### src/rtl/rrirq_defs.svh
// Register offsets, field positions and reset values of the receive, regulator and interrupt cause registers.
// Assumes inclusion by the register bank only.
`ifndef RRIRQ_DEFS_SVH
`define RRIRQ_DEFS_SVH
`define RRIRQ_OFF_RX_FILTER_GAIN   8'h0a
`define RRIRQ_OFF_REGULATOR_IO     8'h0b
`define RRIRQ_OFF_INTERRUPT_CAUSE  8'h0c
`define RRIRQ_OFF_CLASH_HIGH_MASK  8'h0d
`define RRIRQ_OFF_CLASH_POS_LOW    8'h0e
`define RRIRQ_RST_RX_FILTER_GAIN   8'h40
`define RRIRQ_RST_REGULATOR_IO     8'h87
`define RRIRQ_RST_INTERRUPT_CAUSE  8'h00
`define RRIRQ_RST_CLASH_HIGH_MASK  8'h3e
`define RRIRQ_RST_CLASH_POS_LOW    8'h00
// Receive filter and gain fields
`define RRIRQ_BIT_FILTER_212K      7
`define RRIRQ_BIT_FILTER_424K      6
`define RRIRQ_BIT_FILTER_848K      5
`define RRIRQ_BIT_HIGH_BIT_RATE    4
`define RRIRQ_BIT_GAIN_CUT_A       3
`define RRIRQ_BIT_GAIN_CUT_B       2
`define RRIRQ_BIT_AGC_LOW_LEVEL    1
`define RRIRQ_BIT_AGC_UNLIMITED    0
// Regulator and I/O fields
`define RRIRQ_BIT_AUTO_REGULATOR   7
`define RRIRQ_BIT_EXT_AMP          6
`define RRIRQ_BIT_IO_LOW           5
// Interrupt cause fields; mask bits share positions 5..0
`define RRIRQ_BIT_CAUSE_TX         7
`define RRIRQ_BIT_CAUSE_RX         6
`define RRIRQ_BIT_CAUSE_FIFO       5
`define RRIRQ_BIT_CAUSE_CRC        4
`define RRIRQ_BIT_CAUSE_PARITY     3
`define RRIRQ_BIT_CAUSE_FRAMING    2
`define RRIRQ_BIT_CAUSE_COLLISION  1
`define RRIRQ_BIT_CAUSE_NORESP     0
// FIFO level bounds for the FIFO cause
`define RRIRQ_FIFO_LOW_BOUND       4'h4
`define RRIRQ_FIFO_HIGH_BOUND      4'h8
// Gain reduction codes in dB, and the extra cut of high bit rate
`define RRIRQ_GAIN_CUT_DB_01       5'h05
`define RRIRQ_GAIN_CUT_DB_10       5'h0a
`define RRIRQ_GAIN_CUT_DB_11       5'h0f
`define RRIRQ_GAIN_CUT_DB_HBR      5'h07
// AGC trigger multiples of the digitizing level
`define RRIRQ_AGC_MULT_LOW         3'h3
`define RRIRQ_AGC_MULT_HIGH        3'h5
`endif

### src/rtl/rrirq_pkg.sv
// Types shared by the register bank and its users.
// Assumes rrirq_defs.svh on the include path.
package rrirq_pkg;
  // Host register port request
  typedef struct packed {
    logic [7:0] addr;
    logic [7:0] wdata;
    logic       wr;
    logic       rd;
  } rrirq_req_type;

  // Transmit and receive events, one-cycle pulses from protocol logic
  typedef struct packed {
    logic       tx_start;
    logic       tx_end;
    logic       rx_sof;
    logic       rx_end;
    logic       crc_err;
    logic       parity_err;
    logic       framing_err;
    logic       collision;
    logic       no_resp;
    logic       pos_valid;
    logic [9:0] pos;
  } rrirq_evt_type;

  // Decoded analog settings
  typedef struct packed {
    logic       filter_sel_212k;
    logic       filter_sel_424k;
    logic       filter_sel_manch_848k;
    logic       filter_wide_hbr;
    logic [4:0] gain_cut_db;
    logic [2:0] agc_mult;
    logic       agc_any_time;
    logic       regulator_auto;
    logic [2:0] voltage_set;
    logic       external_amp_support;
    logic       io_low;
  } rrirq_ana_type;
endpackage : rrirq_pkg

### src/rtl/rrirq_regs.sv
// Register bank: receive filter and gain, regulator and I/O, interrupt cause, mask and collision position.
// Assumes a host register port on clk_sys_i and protocol events already synchronous to clk_sys_i.
// Notes on behaviour
// - Filter and gain register loads 0x40 on reset, enable low, protocol control write.
// - Bits 7, 6, 5 choose 212k, 424k and Manchester 848k band-pass.
// - High-bit-rate bit picks widest band and cuts gain 7 dB.
// - Gain field 01, 10, 11 cuts 5, 10, 15 dB; 00 none.
// - AGC threshold bit moves trigger from five to three times digitizing level.
// - Unlimited-AGC bit lets gain control act during whole reception.
// - Regulator register loads 0x87 on reset or enable low only.
// - Regulator mode bit: 0 manual voltage bits, 1 automatic.
// - External amplifier bit takes demodulated input and drives modulation pin.
// - Cause register clears after a read, withdrawing the interrupt request.
// - Any cause register reset withdraws pending interrupt request.
// - Transmit cause set at start; request issued at transmit end.
// - Receive cause set at start of frame; request at reception end.
// - FIFO cause set when FIFO holds under 4 or over 8 bytes.
// - Separate cause bits for CRC, parity and framing errors.
// - Collision cause bit reports a detected bit collision.
// - No-response cause tells host next slot command may be sent.
// - Six mask bits enable FIFO, CRC, parity, framing, collision, no-response.
// - Ten-bit position: bits 9..8 in mask register, 7..0 low register.
// - Low position register resets zero, clears after read, reports error position.
//
// Our own choice: the address-and-strobe port.
`timescale 1ns/1ps
`include "rrirq_defs.svh"

module rrirq_regs (
  // Clock and reset
  input  wire logic                   clk_sys_i,
  input  wire logic                   sys_rst_i,
  // Device enable pin, asynchronous
  input  wire logic                   enable_pin_i,
  // Host register port
  input  wire rrirq_pkg::rrirq_req_type req_i,
  input  wire logic                   proto_ctrl_wr_i,
  output logic [7:0]                  rdata_o,
  // Protocol events and FIFO fill level
  input  wire rrirq_pkg::rrirq_evt_type evt_i,
  input  wire logic [3:0]             fifo_level_i,
  input  wire logic                   fifo_level_vld_i,
  // Outputs to analog and host
  output rrirq_pkg::rrirq_ana_type    ana_o,
  output logic                        irq_o
);
  import rrirq_pkg::*;

  logic [7:0] rx_filter_gain_setting;
  logic [7:0] regulator_io_control;
  logic [7:0] interrupt_cause;
  logic [7:0] collision_high_and_irq_mask;
  logic [7:0] collision_position_low;
  logic       en_meta;
  logic       en_sync;
  logic       tx_busy;
  logic       rx_busy;
  logic       clr_all;
  logic       rd_cause;
  logic       rd_pos_hi;
  logic       rd_pos_lo;
  logic [7:0] next_rdata;
  logic [7:0] cause_set;
  logic       next_irq;

  // Gain reduction in dB from the two-bit code
  function automatic logic [4:0] gain_cut_db(input logic [1:0] code);
    unique case (code)
      2'b01:   gain_cut_db = `RRIRQ_GAIN_CUT_DB_01;
      2'b10:   gain_cut_db = `RRIRQ_GAIN_CUT_DB_10;
      2'b11:   gain_cut_db = `RRIRQ_GAIN_CUT_DB_11;
      default: gain_cut_db = 5'h00;
    endcase
  endfunction : gain_cut_db

  // Enable pin synchroniser; low enable acts as a reset of the bank
  always_ff @(posedge clk_sys_i) begin
    if (sys_rst_i) begin
      en_meta <= 1'b0;
      en_sync <= 1'b0;
    end else begin
      en_meta <= enable_pin_i;
      en_sync <= en_meta;
    end
  end

  assign clr_all   = sys_rst_i | ~en_sync;
  assign rd_cause  = req_i.rd && (req_i.addr == `RRIRQ_OFF_INTERRUPT_CAUSE);
  assign rd_pos_hi = req_i.rd && (req_i.addr == `RRIRQ_OFF_CLASH_HIGH_MASK);
  assign rd_pos_lo = req_i.rd && (req_i.addr == `RRIRQ_OFF_CLASH_POS_LOW);

  // Receive filter and gain register
  always_ff @(posedge clk_sys_i) begin
    if (clr_all || proto_ctrl_wr_i) begin
      rx_filter_gain_setting <= `RRIRQ_RST_RX_FILTER_GAIN;
    end else if (req_i.wr && req_i.addr == `RRIRQ_OFF_RX_FILTER_GAIN) begin
      rx_filter_gain_setting <= req_i.wdata;
    end
  end

  // Regulator register; protocol control writes leave it alone
  always_ff @(posedge clk_sys_i) begin
    if (clr_all) begin
      regulator_io_control <= `RRIRQ_RST_REGULATOR_IO;
    end else if (req_i.wr && req_i.addr == `RRIRQ_OFF_REGULATOR_IO) begin
      regulator_io_control <= {req_i.wdata[7:5], 2'b00, req_i.wdata[2:0]};
    end
  end

  // Decoded settings, registered so every output comes from a flip-flop
  always_ff @(posedge clk_sys_i) begin
    if (sys_rst_i) begin
      ana_o <= '0;
    end else begin
      ana_o.filter_sel_212k       <= rx_filter_gain_setting[`RRIRQ_BIT_FILTER_212K];
      ana_o.filter_sel_424k       <= rx_filter_gain_setting[`RRIRQ_BIT_FILTER_424K];
      ana_o.filter_sel_manch_848k <= rx_filter_gain_setting[`RRIRQ_BIT_FILTER_848K];
      ana_o.filter_wide_hbr       <= rx_filter_gain_setting[`RRIRQ_BIT_HIGH_BIT_RATE];
      // High bit rate adds its fixed cut on top of the coded cut
      ana_o.gain_cut_db <= gain_cut_db({rx_filter_gain_setting[`RRIRQ_BIT_GAIN_CUT_A],
                                        rx_filter_gain_setting[`RRIRQ_BIT_GAIN_CUT_B]})
                           + (rx_filter_gain_setting[`RRIRQ_BIT_HIGH_BIT_RATE]
                              ? `RRIRQ_GAIN_CUT_DB_HBR : 5'h00);
      ana_o.agc_mult <= rx_filter_gain_setting[`RRIRQ_BIT_AGC_LOW_LEVEL]
                        ? `RRIRQ_AGC_MULT_LOW : `RRIRQ_AGC_MULT_HIGH;
      ana_o.agc_any_time         <= rx_filter_gain_setting[`RRIRQ_BIT_AGC_UNLIMITED];
      ana_o.regulator_auto       <= regulator_io_control[`RRIRQ_BIT_AUTO_REGULATOR];
      ana_o.voltage_set          <= regulator_io_control[2:0];
      ana_o.external_amp_support <= regulator_io_control[`RRIRQ_BIT_EXT_AMP];
      ana_o.io_low               <= regulator_io_control[`RRIRQ_BIT_IO_LOW];
    end
  end

  // Cause bits that hardware sets this cycle
  always_comb begin
    cause_set = 8'h00;
    cause_set[`RRIRQ_BIT_CAUSE_TX]        = evt_i.tx_start;
    cause_set[`RRIRQ_BIT_CAUSE_RX]        = evt_i.rx_sof;
    cause_set[`RRIRQ_BIT_CAUSE_FIFO]      = fifo_level_vld_i &&
                                            (fifo_level_i < `RRIRQ_FIFO_LOW_BOUND ||
                                             fifo_level_i > `RRIRQ_FIFO_HIGH_BOUND);
    cause_set[`RRIRQ_BIT_CAUSE_CRC]       = evt_i.crc_err;
    cause_set[`RRIRQ_BIT_CAUSE_PARITY]    = evt_i.parity_err;
    cause_set[`RRIRQ_BIT_CAUSE_FRAMING]   = evt_i.framing_err;
    cause_set[`RRIRQ_BIT_CAUSE_COLLISION] = evt_i.collision;
    cause_set[`RRIRQ_BIT_CAUSE_NORESP]    = evt_i.no_resp;
  end

  // Cause register: cleared by reset, protocol write or read; a new event wins over the read clear
  always_ff @(posedge clk_sys_i) begin
    if (clr_all || proto_ctrl_wr_i) begin
      interrupt_cause <= `RRIRQ_RST_INTERRUPT_CAUSE;
    end else if (rd_cause) begin
      interrupt_cause <= cause_set;
    end else begin
      interrupt_cause <= interrupt_cause | cause_set;
    end
  end

  // Transmit and receive in progress; their request waits for the end
  always_ff @(posedge clk_sys_i) begin
    if (clr_all || proto_ctrl_wr_i) begin
      tx_busy <= 1'b0;
      rx_busy <= 1'b0;
    end else begin
      if (evt_i.tx_start) begin
        tx_busy <= 1'b1;
      end else if (evt_i.tx_end) begin
        tx_busy <= 1'b0;
      end
      if (evt_i.rx_sof) begin
        rx_busy <= 1'b1;
      end else if (evt_i.rx_end) begin
        rx_busy <= 1'b0;
      end
    end
  end

  // Request condition from the stored cause and mask
  always_comb begin
    next_irq = ((interrupt_cause[`RRIRQ_BIT_CAUSE_TX] && !tx_busy) ||
                (interrupt_cause[`RRIRQ_BIT_CAUSE_RX] && !rx_busy) ||
                |(interrupt_cause[5:0] & collision_high_and_irq_mask[5:0]));
  end

  // Request drops in the same cycle as any cause clear
  always_ff @(posedge clk_sys_i) begin
    if (clr_all || proto_ctrl_wr_i || rd_cause) begin
      irq_o <= 1'b0;
    end else begin
      irq_o <= next_irq;
    end
  end

  // Mask bits and high collision position bits
  always_ff @(posedge clk_sys_i) begin
    if (clr_all) begin
      collision_high_and_irq_mask <= `RRIRQ_RST_CLASH_HIGH_MASK;
    end else begin
      if (req_i.wr && req_i.addr == `RRIRQ_OFF_CLASH_HIGH_MASK) begin
        collision_high_and_irq_mask[5:0] <= req_i.wdata[5:0];
      end
      // New position wins over a read clear
      if (evt_i.pos_valid) begin
        collision_high_and_irq_mask[7:6] <= evt_i.pos[9:8];
      end else if (rd_pos_hi) begin
        collision_high_and_irq_mask[7:6] <= 2'b00;
      end
    end
  end

  // Low collision or error position
  always_ff @(posedge clk_sys_i) begin
    if (clr_all) begin
      collision_position_low <= `RRIRQ_RST_CLASH_POS_LOW;
    end else if (evt_i.pos_valid) begin
      collision_position_low <= evt_i.pos[7:0];
    end else if (rd_pos_lo) begin
      collision_position_low <= 8'h00;
    end
  end

  // Read mux; unmapped offsets read zero
  always_comb begin
    unique case (req_i.addr)
      `RRIRQ_OFF_RX_FILTER_GAIN:  next_rdata = rx_filter_gain_setting;
      `RRIRQ_OFF_REGULATOR_IO:    next_rdata = regulator_io_control;
      `RRIRQ_OFF_INTERRUPT_CAUSE: next_rdata = interrupt_cause;
      `RRIRQ_OFF_CLASH_HIGH_MASK: next_rdata = collision_high_and_irq_mask;
      `RRIRQ_OFF_CLASH_POS_LOW:   next_rdata = collision_position_low;
      default:                    next_rdata = 8'h00;
    endcase
  end

  // Read data stand only in the cycle after the strobe
  always_ff @(posedge clk_sys_i) begin
    if (sys_rst_i) begin
      rdata_o <= 8'h00;
    end else if (req_i.rd) begin
      rdata_o <= next_rdata;
    end else begin
      rdata_o <= 8'h00;
    end
  end
endmodule : rrirq_regs

### config.mk
export PLATFORM = sky130hd
export DESIGN_NAME = rrirq_regs
export DESIGN_NICKNAME = d
export VERILOG_FILES = /design/src/rtl/rrirq_pkg.sv /design/src/rtl/rrirq_regs.sv
export VERILOG_INCLUDE_DIRS = /design/src /design/src/rtl
export SDC_FILE = /design/constraint.sdc
export NUM_CORES = 1
export LEC_CHECK = 0
export ABC_AREA = 1
export BUFFER_PORTS_ARGS = -buffer_cell sky130_fd_sc_hd__buf_2
export CAP_MARGIN = 30
export CORE_UTILIZATION = 55
export CTS_CLUSTER_SIZE = 10
export DETAILED_ROUTE_END_ITERATION = 12
export PLACE_DENSITY = 0.84
export SLEW_MARGIN = 10
export SYNTH_ARGS = -nofsm -noshare
export SYNTH_HDL_FRONTEND = slang
export SYNTH_SLANG_ARGS = --single-unit
export TNS_END_PERCENT = 10
### constraint.sdc
create_clock -name clk_sys_i -period 4.1 [get_ports clk_sys_i]
set_clock_uncertainty 0.2 [all_clocks]
set_input_delay 1.025 -clock clk_sys_i [delete_from_list [all_inputs] [get_ports clk_sys_i]]
set_output_delay 1.025 -clock clk_sys_i [all_outputs]
set_load 0.01 [all_outputs]
==> summary.txt, run 1 <==
Worst setup path
  – Reg2reg end: ana_o[14]
  – Worst path max stage delay: 400 ps
  – Critical path depth: 7
  – R2R setup slack: 2490 ps
  – Worst path bufs/invs: 2
  – Critical Path Source Type: primary input
  – Worst EP required: 4120 ps
  – Crit Path Class: in -> reg
  – Critical-path maximum fanout: 38
  – CP max-delay cell: nor2_8
  – Largest delay contributor family on the critical path: simple AND/OR/NAND/NOR gates
  – Setup crit end: regulator_io_control[5]
  – Worst Path Arrival: 2370 ps
  – Critical Path Start: req_i[16]
  – Worst r2r src: rx_filter_gain_setting[3]
  – R2R depth: 8
  – CP Capture Type: flop
  – Crit path cell chain: buf_2, inv_1, nand2_2, nor2_8, nand3_2, o21ai_0, a21oi_1

Die
  – Die Area: 5440 µm²
  – Die Height: 73.7 µm
  – Core ar.: 4850 µm²
  – Initial Util: 0.584
  – Std cell rows: 25
  – Num ports: 75
  – Width of the die: 73.7 µm

Synthesis
  – Mapped Nets: 404
  – Synth async-reset ratio: 0
  – Number of cells produced by synthesis: 355
  – Synth top area cells: dfxtp_1 (50%), nand3_1 (9.4%), nand2_1 (7.3%)
  – Post-synth top cells: dfxtp_1 (70), nand2_1 (55), nand3_1 (53), nor2_1 (49), inv_1 (32)
  – Netlist cell types: 27
  – Area leader, netlist: dfxtp_1
  – Yosys reg bits: 70
  – Synth top area share: 0.495
  – Post-synth top flop: dfxtp_1
  – Mapped Avg Cell Area: 7.97 µm²
  – Synthesized area: 2830 µm²
  – Post-synthesis sequential area ratio: 0.495
  – Post-synth EDFFs: 0
  – YS warnings: 0
  – Count leader, synth: dfxtp_1

Global route
  – Total congestion overflow: 0
  – Pin count of the biggest net entering global routing: 39
  – Initial antenna violation count: 0
  – Vias in the first global route: 2,437
  – First-pass GRT wire length: 10.8 mm
  – GRT Total Usage: 0.267

Clock network
  – CTS tree: done
  – # clock sinks: 70
  – CTS buffer count: 9
  – CTS clk-pin slew, worst paths: 70 ps
  – Postcts setup bufs: 0
  – CTS Hold Bufs: 0
  – Worst-Skew Late Latency: 340 ps
  – Clock buffer depth: 2
  – Clk root buf: clkbuf_8
  – H-tree lvl count: 3
  – CTS resizes: 0

Timing
  – Final hold slack: 207 ps
  – Crit share post-route: 0.574
  – Final Critical Period: 2350 ps
  – Slew HR: 0.668
  – RSZ-0062 raised after global routing: false
  – Maximum clock frequency: 0.425 GHz
  – Count of final max-slew check failures: 0
  – Final Hold Fails: 0
  – Fin Setup TNS: 0 ps
  – Setup violations, final: 0
  – Worst slew pin tran: 499 ps

Drt
  – Routed vias/inst: 5.21
  – ANT nets after route: 0
  – Routed len/inst: 13.3 µm
  – Drt total wl: 6.67 mm
  – First-pass DRT Iterations: 4
  – Drt initial violations: 250
  – DRC Markers: 0
  – Via Count: 2,610

Power and ir drop
  – Final Power: 1290 µW
  – Pleak: 0.00157 µW
  – Power per cell area: 381 nW/µm²
  – Worst vdd ir: 329 µV

Layout
  – Layout cell share with drive strength beyond 1: 0.265
  – FILL cells: 388
  – Multi-input gate area: 1200 µm²
  – Sequential Area: 1400 µm²
  – Layout area overhead: 19.9%
  – Inserted Diodes: 0
  – Final net count: 478

Hold path
  – Worst hold path class: reg -> reg

Placement
  – Final RePlAce weighted congestion: 0.887
  – Placed wire-length estimate: 4.98 mm
  – Number of port buffers: 74

Run status
  – Outcome: completed

Run
  – Max-cap viol count: 0
-- area by class of cell --
class	instances	share of cell area
sequential	70	0.413
multi-input combinational	235	0.354
timing repair buffer	74	0.109
inverter	39	0.0431
clock buffer	10	0.0376
tap	67	0.0247
clock inverter	6	0.0184
-- worst min-delay path by stage --
stage                        from       to  cells after the start
after floorplan           en_meta  en_sync                      2
after global routing      en_meta  en_sync                      2
final                     en_meta  en_sync                      2
after global placement    en_meta  en_sync                      2
after CTS                 en_meta  en_sync                      2
after detailed placement  en_meta  en_sync                      2
-- sequential cells by signal, summed over array words and instances, names as in the netlist --
register	cells
rdata_o	8
irq_o	1
collision_high_and_irq_mask	8
rx_filter_gain_setting	8
rx_busy	1
regulator_io_control	6
collision_position_low	8
ana_o	19
tx_busy	1
en_sync	1
en_meta	1
interrupt_cause	8
-- report_power, final --
group          internal, µW  switching, µW
registers               686           2.62
clock network           280            249
logic                  28.2           46.9
total                   994            299
-- metal layers --
| metal | up-vias | global-route usage | routed length (µm) |
|---|---|---|---|
| met5 | - | 0 | 0 |
| met4 | 0 | 0.122 | 174 |
| met3 | 17 | 0.0631 | 452 |
| met2 | 128 | 0.443 | 3160 |
| met1 | 1163 | 0.327 | 2880 |
| li1 | 1302 | - | - |
-- metrics by stage --
step,cells,setup slack (ps),utilization,instance area [µm²]
after global routing,501,1620,0.700,3390
after floorplan,355,1990,-,2830
after detailed placement,485,1470,0.661,3200
final,501,1750,0.700,3390
after global placement,485,1540,0.661,3200
after CTS,501,1760,0.700,3390
-- logic make-up (layout without fill, tap and decap cells) --
logic type,count (synthesis),after routing,share of synthesized area
adder cells (fa/ha/maj),2,2,0.00884
AO/OA/AOI/OAI,55,55,0.107
buffers and inverters,50,129,0.0800
flip-flops,70,70,0.495
AND/OR/NAND/NOR,178,178,0.309
-- cell usage in the layout, fill, tap and decap left out --
cell | netlist | routed
o211ai_2 | 2 | 2
nand3_2 | 3 | 3
a22oi_1 | 1 | 1
a21oi_1 | 30 | 30
nor2_8 | 2 | 2
nand2_2 | 4 | 4
nand2_4 | 2 | 2
inv_1 | 32 | 32
dfxtp_1 | 70 | 70
clkinv_2 | 0 | 3
bufinv_16 | 0 | 1
nand3_1 | 53 | 53
nor3_1 | 2 | 2
ha_1 | 2 | 2
o21ai_1 | 10 | 10
nor4_1 | 1 | 1
a221oi_1 | 1 | 1
nor2_1 | 49 | 49
o21ai_0 | 8 | 8
buf_2 | 1 | 74
nand3_4 | 1 | 1
o211ai_1 | 2 | 2
clkbuf_1 | 5 | 1
clkinv_1 | 1 | 1
inv_2 | 6 | 6
nor2_4 | 6 | 6
clkinv_4 | 0 | 2
clkbuf_8 | 0 | 9
a31oi_1 | 1 | 1
nand2_1 | 55 | 55
-- tightest hold or removal path, cell delays in order (launching register included) --
cell     delay [ps]
dfxtp_1         300
inv_1            40
nor2_1           30
(Power assumes the default switching activity.)
==> inputs of run 2 (changes only) <==
Settings changed: ABC_AREA 1 to 0, CORE_UTILIZATION 55 to 46, PLACE_DENSITY 0.84 to 0.76.
Clock period 4.1 ns to 2 ns, I/O delays scaled along.
==> run 2 against run 1 <==
  * Final cell count down 15%
  * Sequential power rose by 100%
  * Synthesized cell count fell by 27%
  * Non-clock buffer count is 21 higher
  * Wire length fell by 4.2%
  * Cell area is 0.48% higher
  * Utilization down 8.5 points
  * Sequential share of layout area down 0.20 points
  * Via count fell by 14%
  * Global-route usage decreased by 4.4 points
  * Power up 110%
  * Largest power group unchanged
==> summary.txt, run 2 <==
Clock network
  – CTS tree: done
  – CTS buffer count: 9
  – Worst-Skew Late Latency: 350 ps
  – Postcts setup bufs: 0
  – H-tree lvl count: 3
  – Clock buffer depth: 2
  – CTS Hold Bufs: 0
  – CTS resizes: 1
  – Clk root buf: clkbuf_8
  – CTS clk-pin slew, worst paths: 70 ps
  – # clock sinks: 70

Power and ir drop
  – Worst vdd ir: 419 µV
  – Pleak: 0.00158 µW
  – Final Power: 2710 µW
  – Power per cell area: 796 nW/µm²

Layout
  – Final net count: 398
  – FILL cells: 464
  – Layout cell share with drive strength beyond 1: 0.342
  – Sequential Area: 1400 µm²
  – Max reg flops: 19
  – Commonest non-fill, non-tap cell in the layout: buf_2
  – Final Util: 0.616
  – Largest register by flop count: ana_o
  – Most frequent cells in the layout: buf_2 (74), dfxtp_1 (70), nor2_1 (29)
  – Layout area overhead: 28.7%
  – Inserted Diodes: 0
  – Multi-input gate area: 1150 µm²

Timing
  – Crit share post-route: 0.949
  – Slew HR: 0.754
  – Final Critical Period: 1900 ps
  – Fin worst setup slack: 102 ps
  – Count of final max-slew check failures: 0
  – RSZ-0062 raised after global routing: false
  – Maximum clock frequency: 0.527 GHz
  – Worst slew pin tran: 367 ps
  – Setup violations, final: 0
  – Final Hold Fails: 0

Synthesis
  – Post-synthesis sequential area ratio: 0.529
  – Yosys reg bits: 70
  – Count leader, synth: dfxtp_1
  – Synth top area cells: dfxtp_1 (53%), mux2i_1 (8.7%), nor2b_1 (4.5%)
  – Netlist cell types: 37
  – Synthesized area: 2650 µm²
  – Synth top area share: 0.529
  – Number of cells produced by synthesis: 260
  – YS warnings: 0
  – Synth async-reset ratio: 0
  – Mapped Nets: 309
  – Post-synth top flop: dfxtp_1
  – Area leader, netlist: dfxtp_1
  – Post-synth EDFFs: 0
  – Post-synth top cells: dfxtp_1 (70), nor2_1 (29), mux2i_1 (23), nor2b_1 (19), a21oi_1 (15)
  – Mapped Avg Cell Area: 10.2 µm²

Global route
  – GRT Total Usage: 0.223
  – Pin count of the biggest net entering global routing: 19
  – Vias in the first global route: 2,080
  – First-pass GRT wire length: 10.0 mm
  – Total congestion overflow: 0
  – Initial antenna violation count: 0

Worst setup path
  – Setup crit end: interrupt_cause[2]
  – Reg2reg end: ana_o[14]
  – Critical Path Start: req_i[15]
  – Worst r2r src: rx_filter_gain_setting[4]
  – CP Capture Type: flop
  – R2R depth: 4
  – Critical-path maximum fanout: 9
  – Worst EP required: 2040 ps
  – Critical Path Source Type: primary input
  – Worst Path Arrival: 1940 ps
  – Crit Path Class: in -> reg
  – R2R setup slack: 410 ps

Drt
  – Routed len/inst: 15.0 µm
  – ANT nets after route: 0
  – Via Count: 2,251
  – First-pass DRT Iterations: 4
  – Drt initial violations: 144
  – DRC Markers: 0
  – Drt total wl: 6.39 mm
  – Routed vias/inst: 5.28

Die
  – Width of the die: 77.9 µm
  – Std cell rows: 27
  – Num ports: 75
  – Die Height: 77.9 µm
  – Die Area: 6070 µm²
  – Core ar.: 5540 µm²
  – Initial Util: 0.478

Placement
  – Final RePlAce weighted congestion: 0.929
  – Number of port buffers: 74
  – Placed wire-length estimate: 4.84 mm
  – Post-Place Worst Slack: -383 ps

Run
  – Max-cap viol count: 0

Run status
  – Outcome: completed

Hold path
  – Worst hold path class: in -> reg
-- run 2: cell families after synthesis --
logic type / after synthesis / share of synthesized area
adders and majority gates: 2 / 0.00944
AOI/OAI and AO/OA: 55 / 0.154
xor gates and xnor gates: 2 / 0.00661
and+or+nand+nor: 77 / 0.146
DFF: 70 / 0.529
buffers and inverters: 24 / 0.0378
muxes: 30 / 0.117
-- run 2: worst min-delay path by stage --
| stage | start | to | slack (ps) | depth (start not counted) |
|---|---|---|---|---|
| 3_3_place_gp | en_meta | en_sync | 220 | 1 |
| 5_1_grt | evt_i[5] | collision_position_low[5] | 160 | 2 |
| 4_1_cts | evt_i[5] | collision_position_low[5] | 160 | 2 |
| 2_1_floorplan | en_meta | en_sync | 210 | 1 |
| 6_report | evt_i[5] | collision_position_low[5] | 160 | 2 |
| 3_5_place_dp | en_meta | en_sync | 230 | 1 |
-- run 2: power breakdown --
| group | leakage, µW | switching [µW] | internal, µW |
|---|---|---|---|
| sequential | 0.000568 | 5.19 | 1410 |
| clock | 0.000106 | 495 | 638 |
| combinational | 0.000906 | 88.0 | 80.9 |
-- run 2: stage by stage --
step	setup TNS, ps	hold slack (ps)	cells	cell area [µm²]
detailed placement	-4860	229	410	3210
global placement	-4120	224	410	3210
CTS	0	157	426	3410
floorplan	-1230	214	260	2650
finish	0	160	426	3410
global route	0	157	426	3410
-- run 2: final cells by class --
cell class                 instances  area share
clock inverter                     4      0.0132
inverter                           7     0.00770
timing repair buffer              95       0.158
tap                               72      0.0264
multi-input combinational        166       0.338
clock buffer                      12      0.0455
sequential                        70       0.411
-- run 2: per-layer routing --
| metal | global-route usage | vias to the layer above | part of all wire |
|---|---|---|---|
| met5 | 0 | - | 0 |
| met4 | 0.120 | 0 | 0.025 |
| met3 | 0.0588 | 15 | 0.066 |
| met2 | 0.361 | 77 | 0.49 |
| met1 | 0.269 | 1059 | 0.42 |
| li1 | - | 1100 | - |
-- run 2: critical path: stages --
cell and delay [ps]:
buf_2 100, or4_4 530, or4b_4 570, a21oi_1 180, nor2_1 60
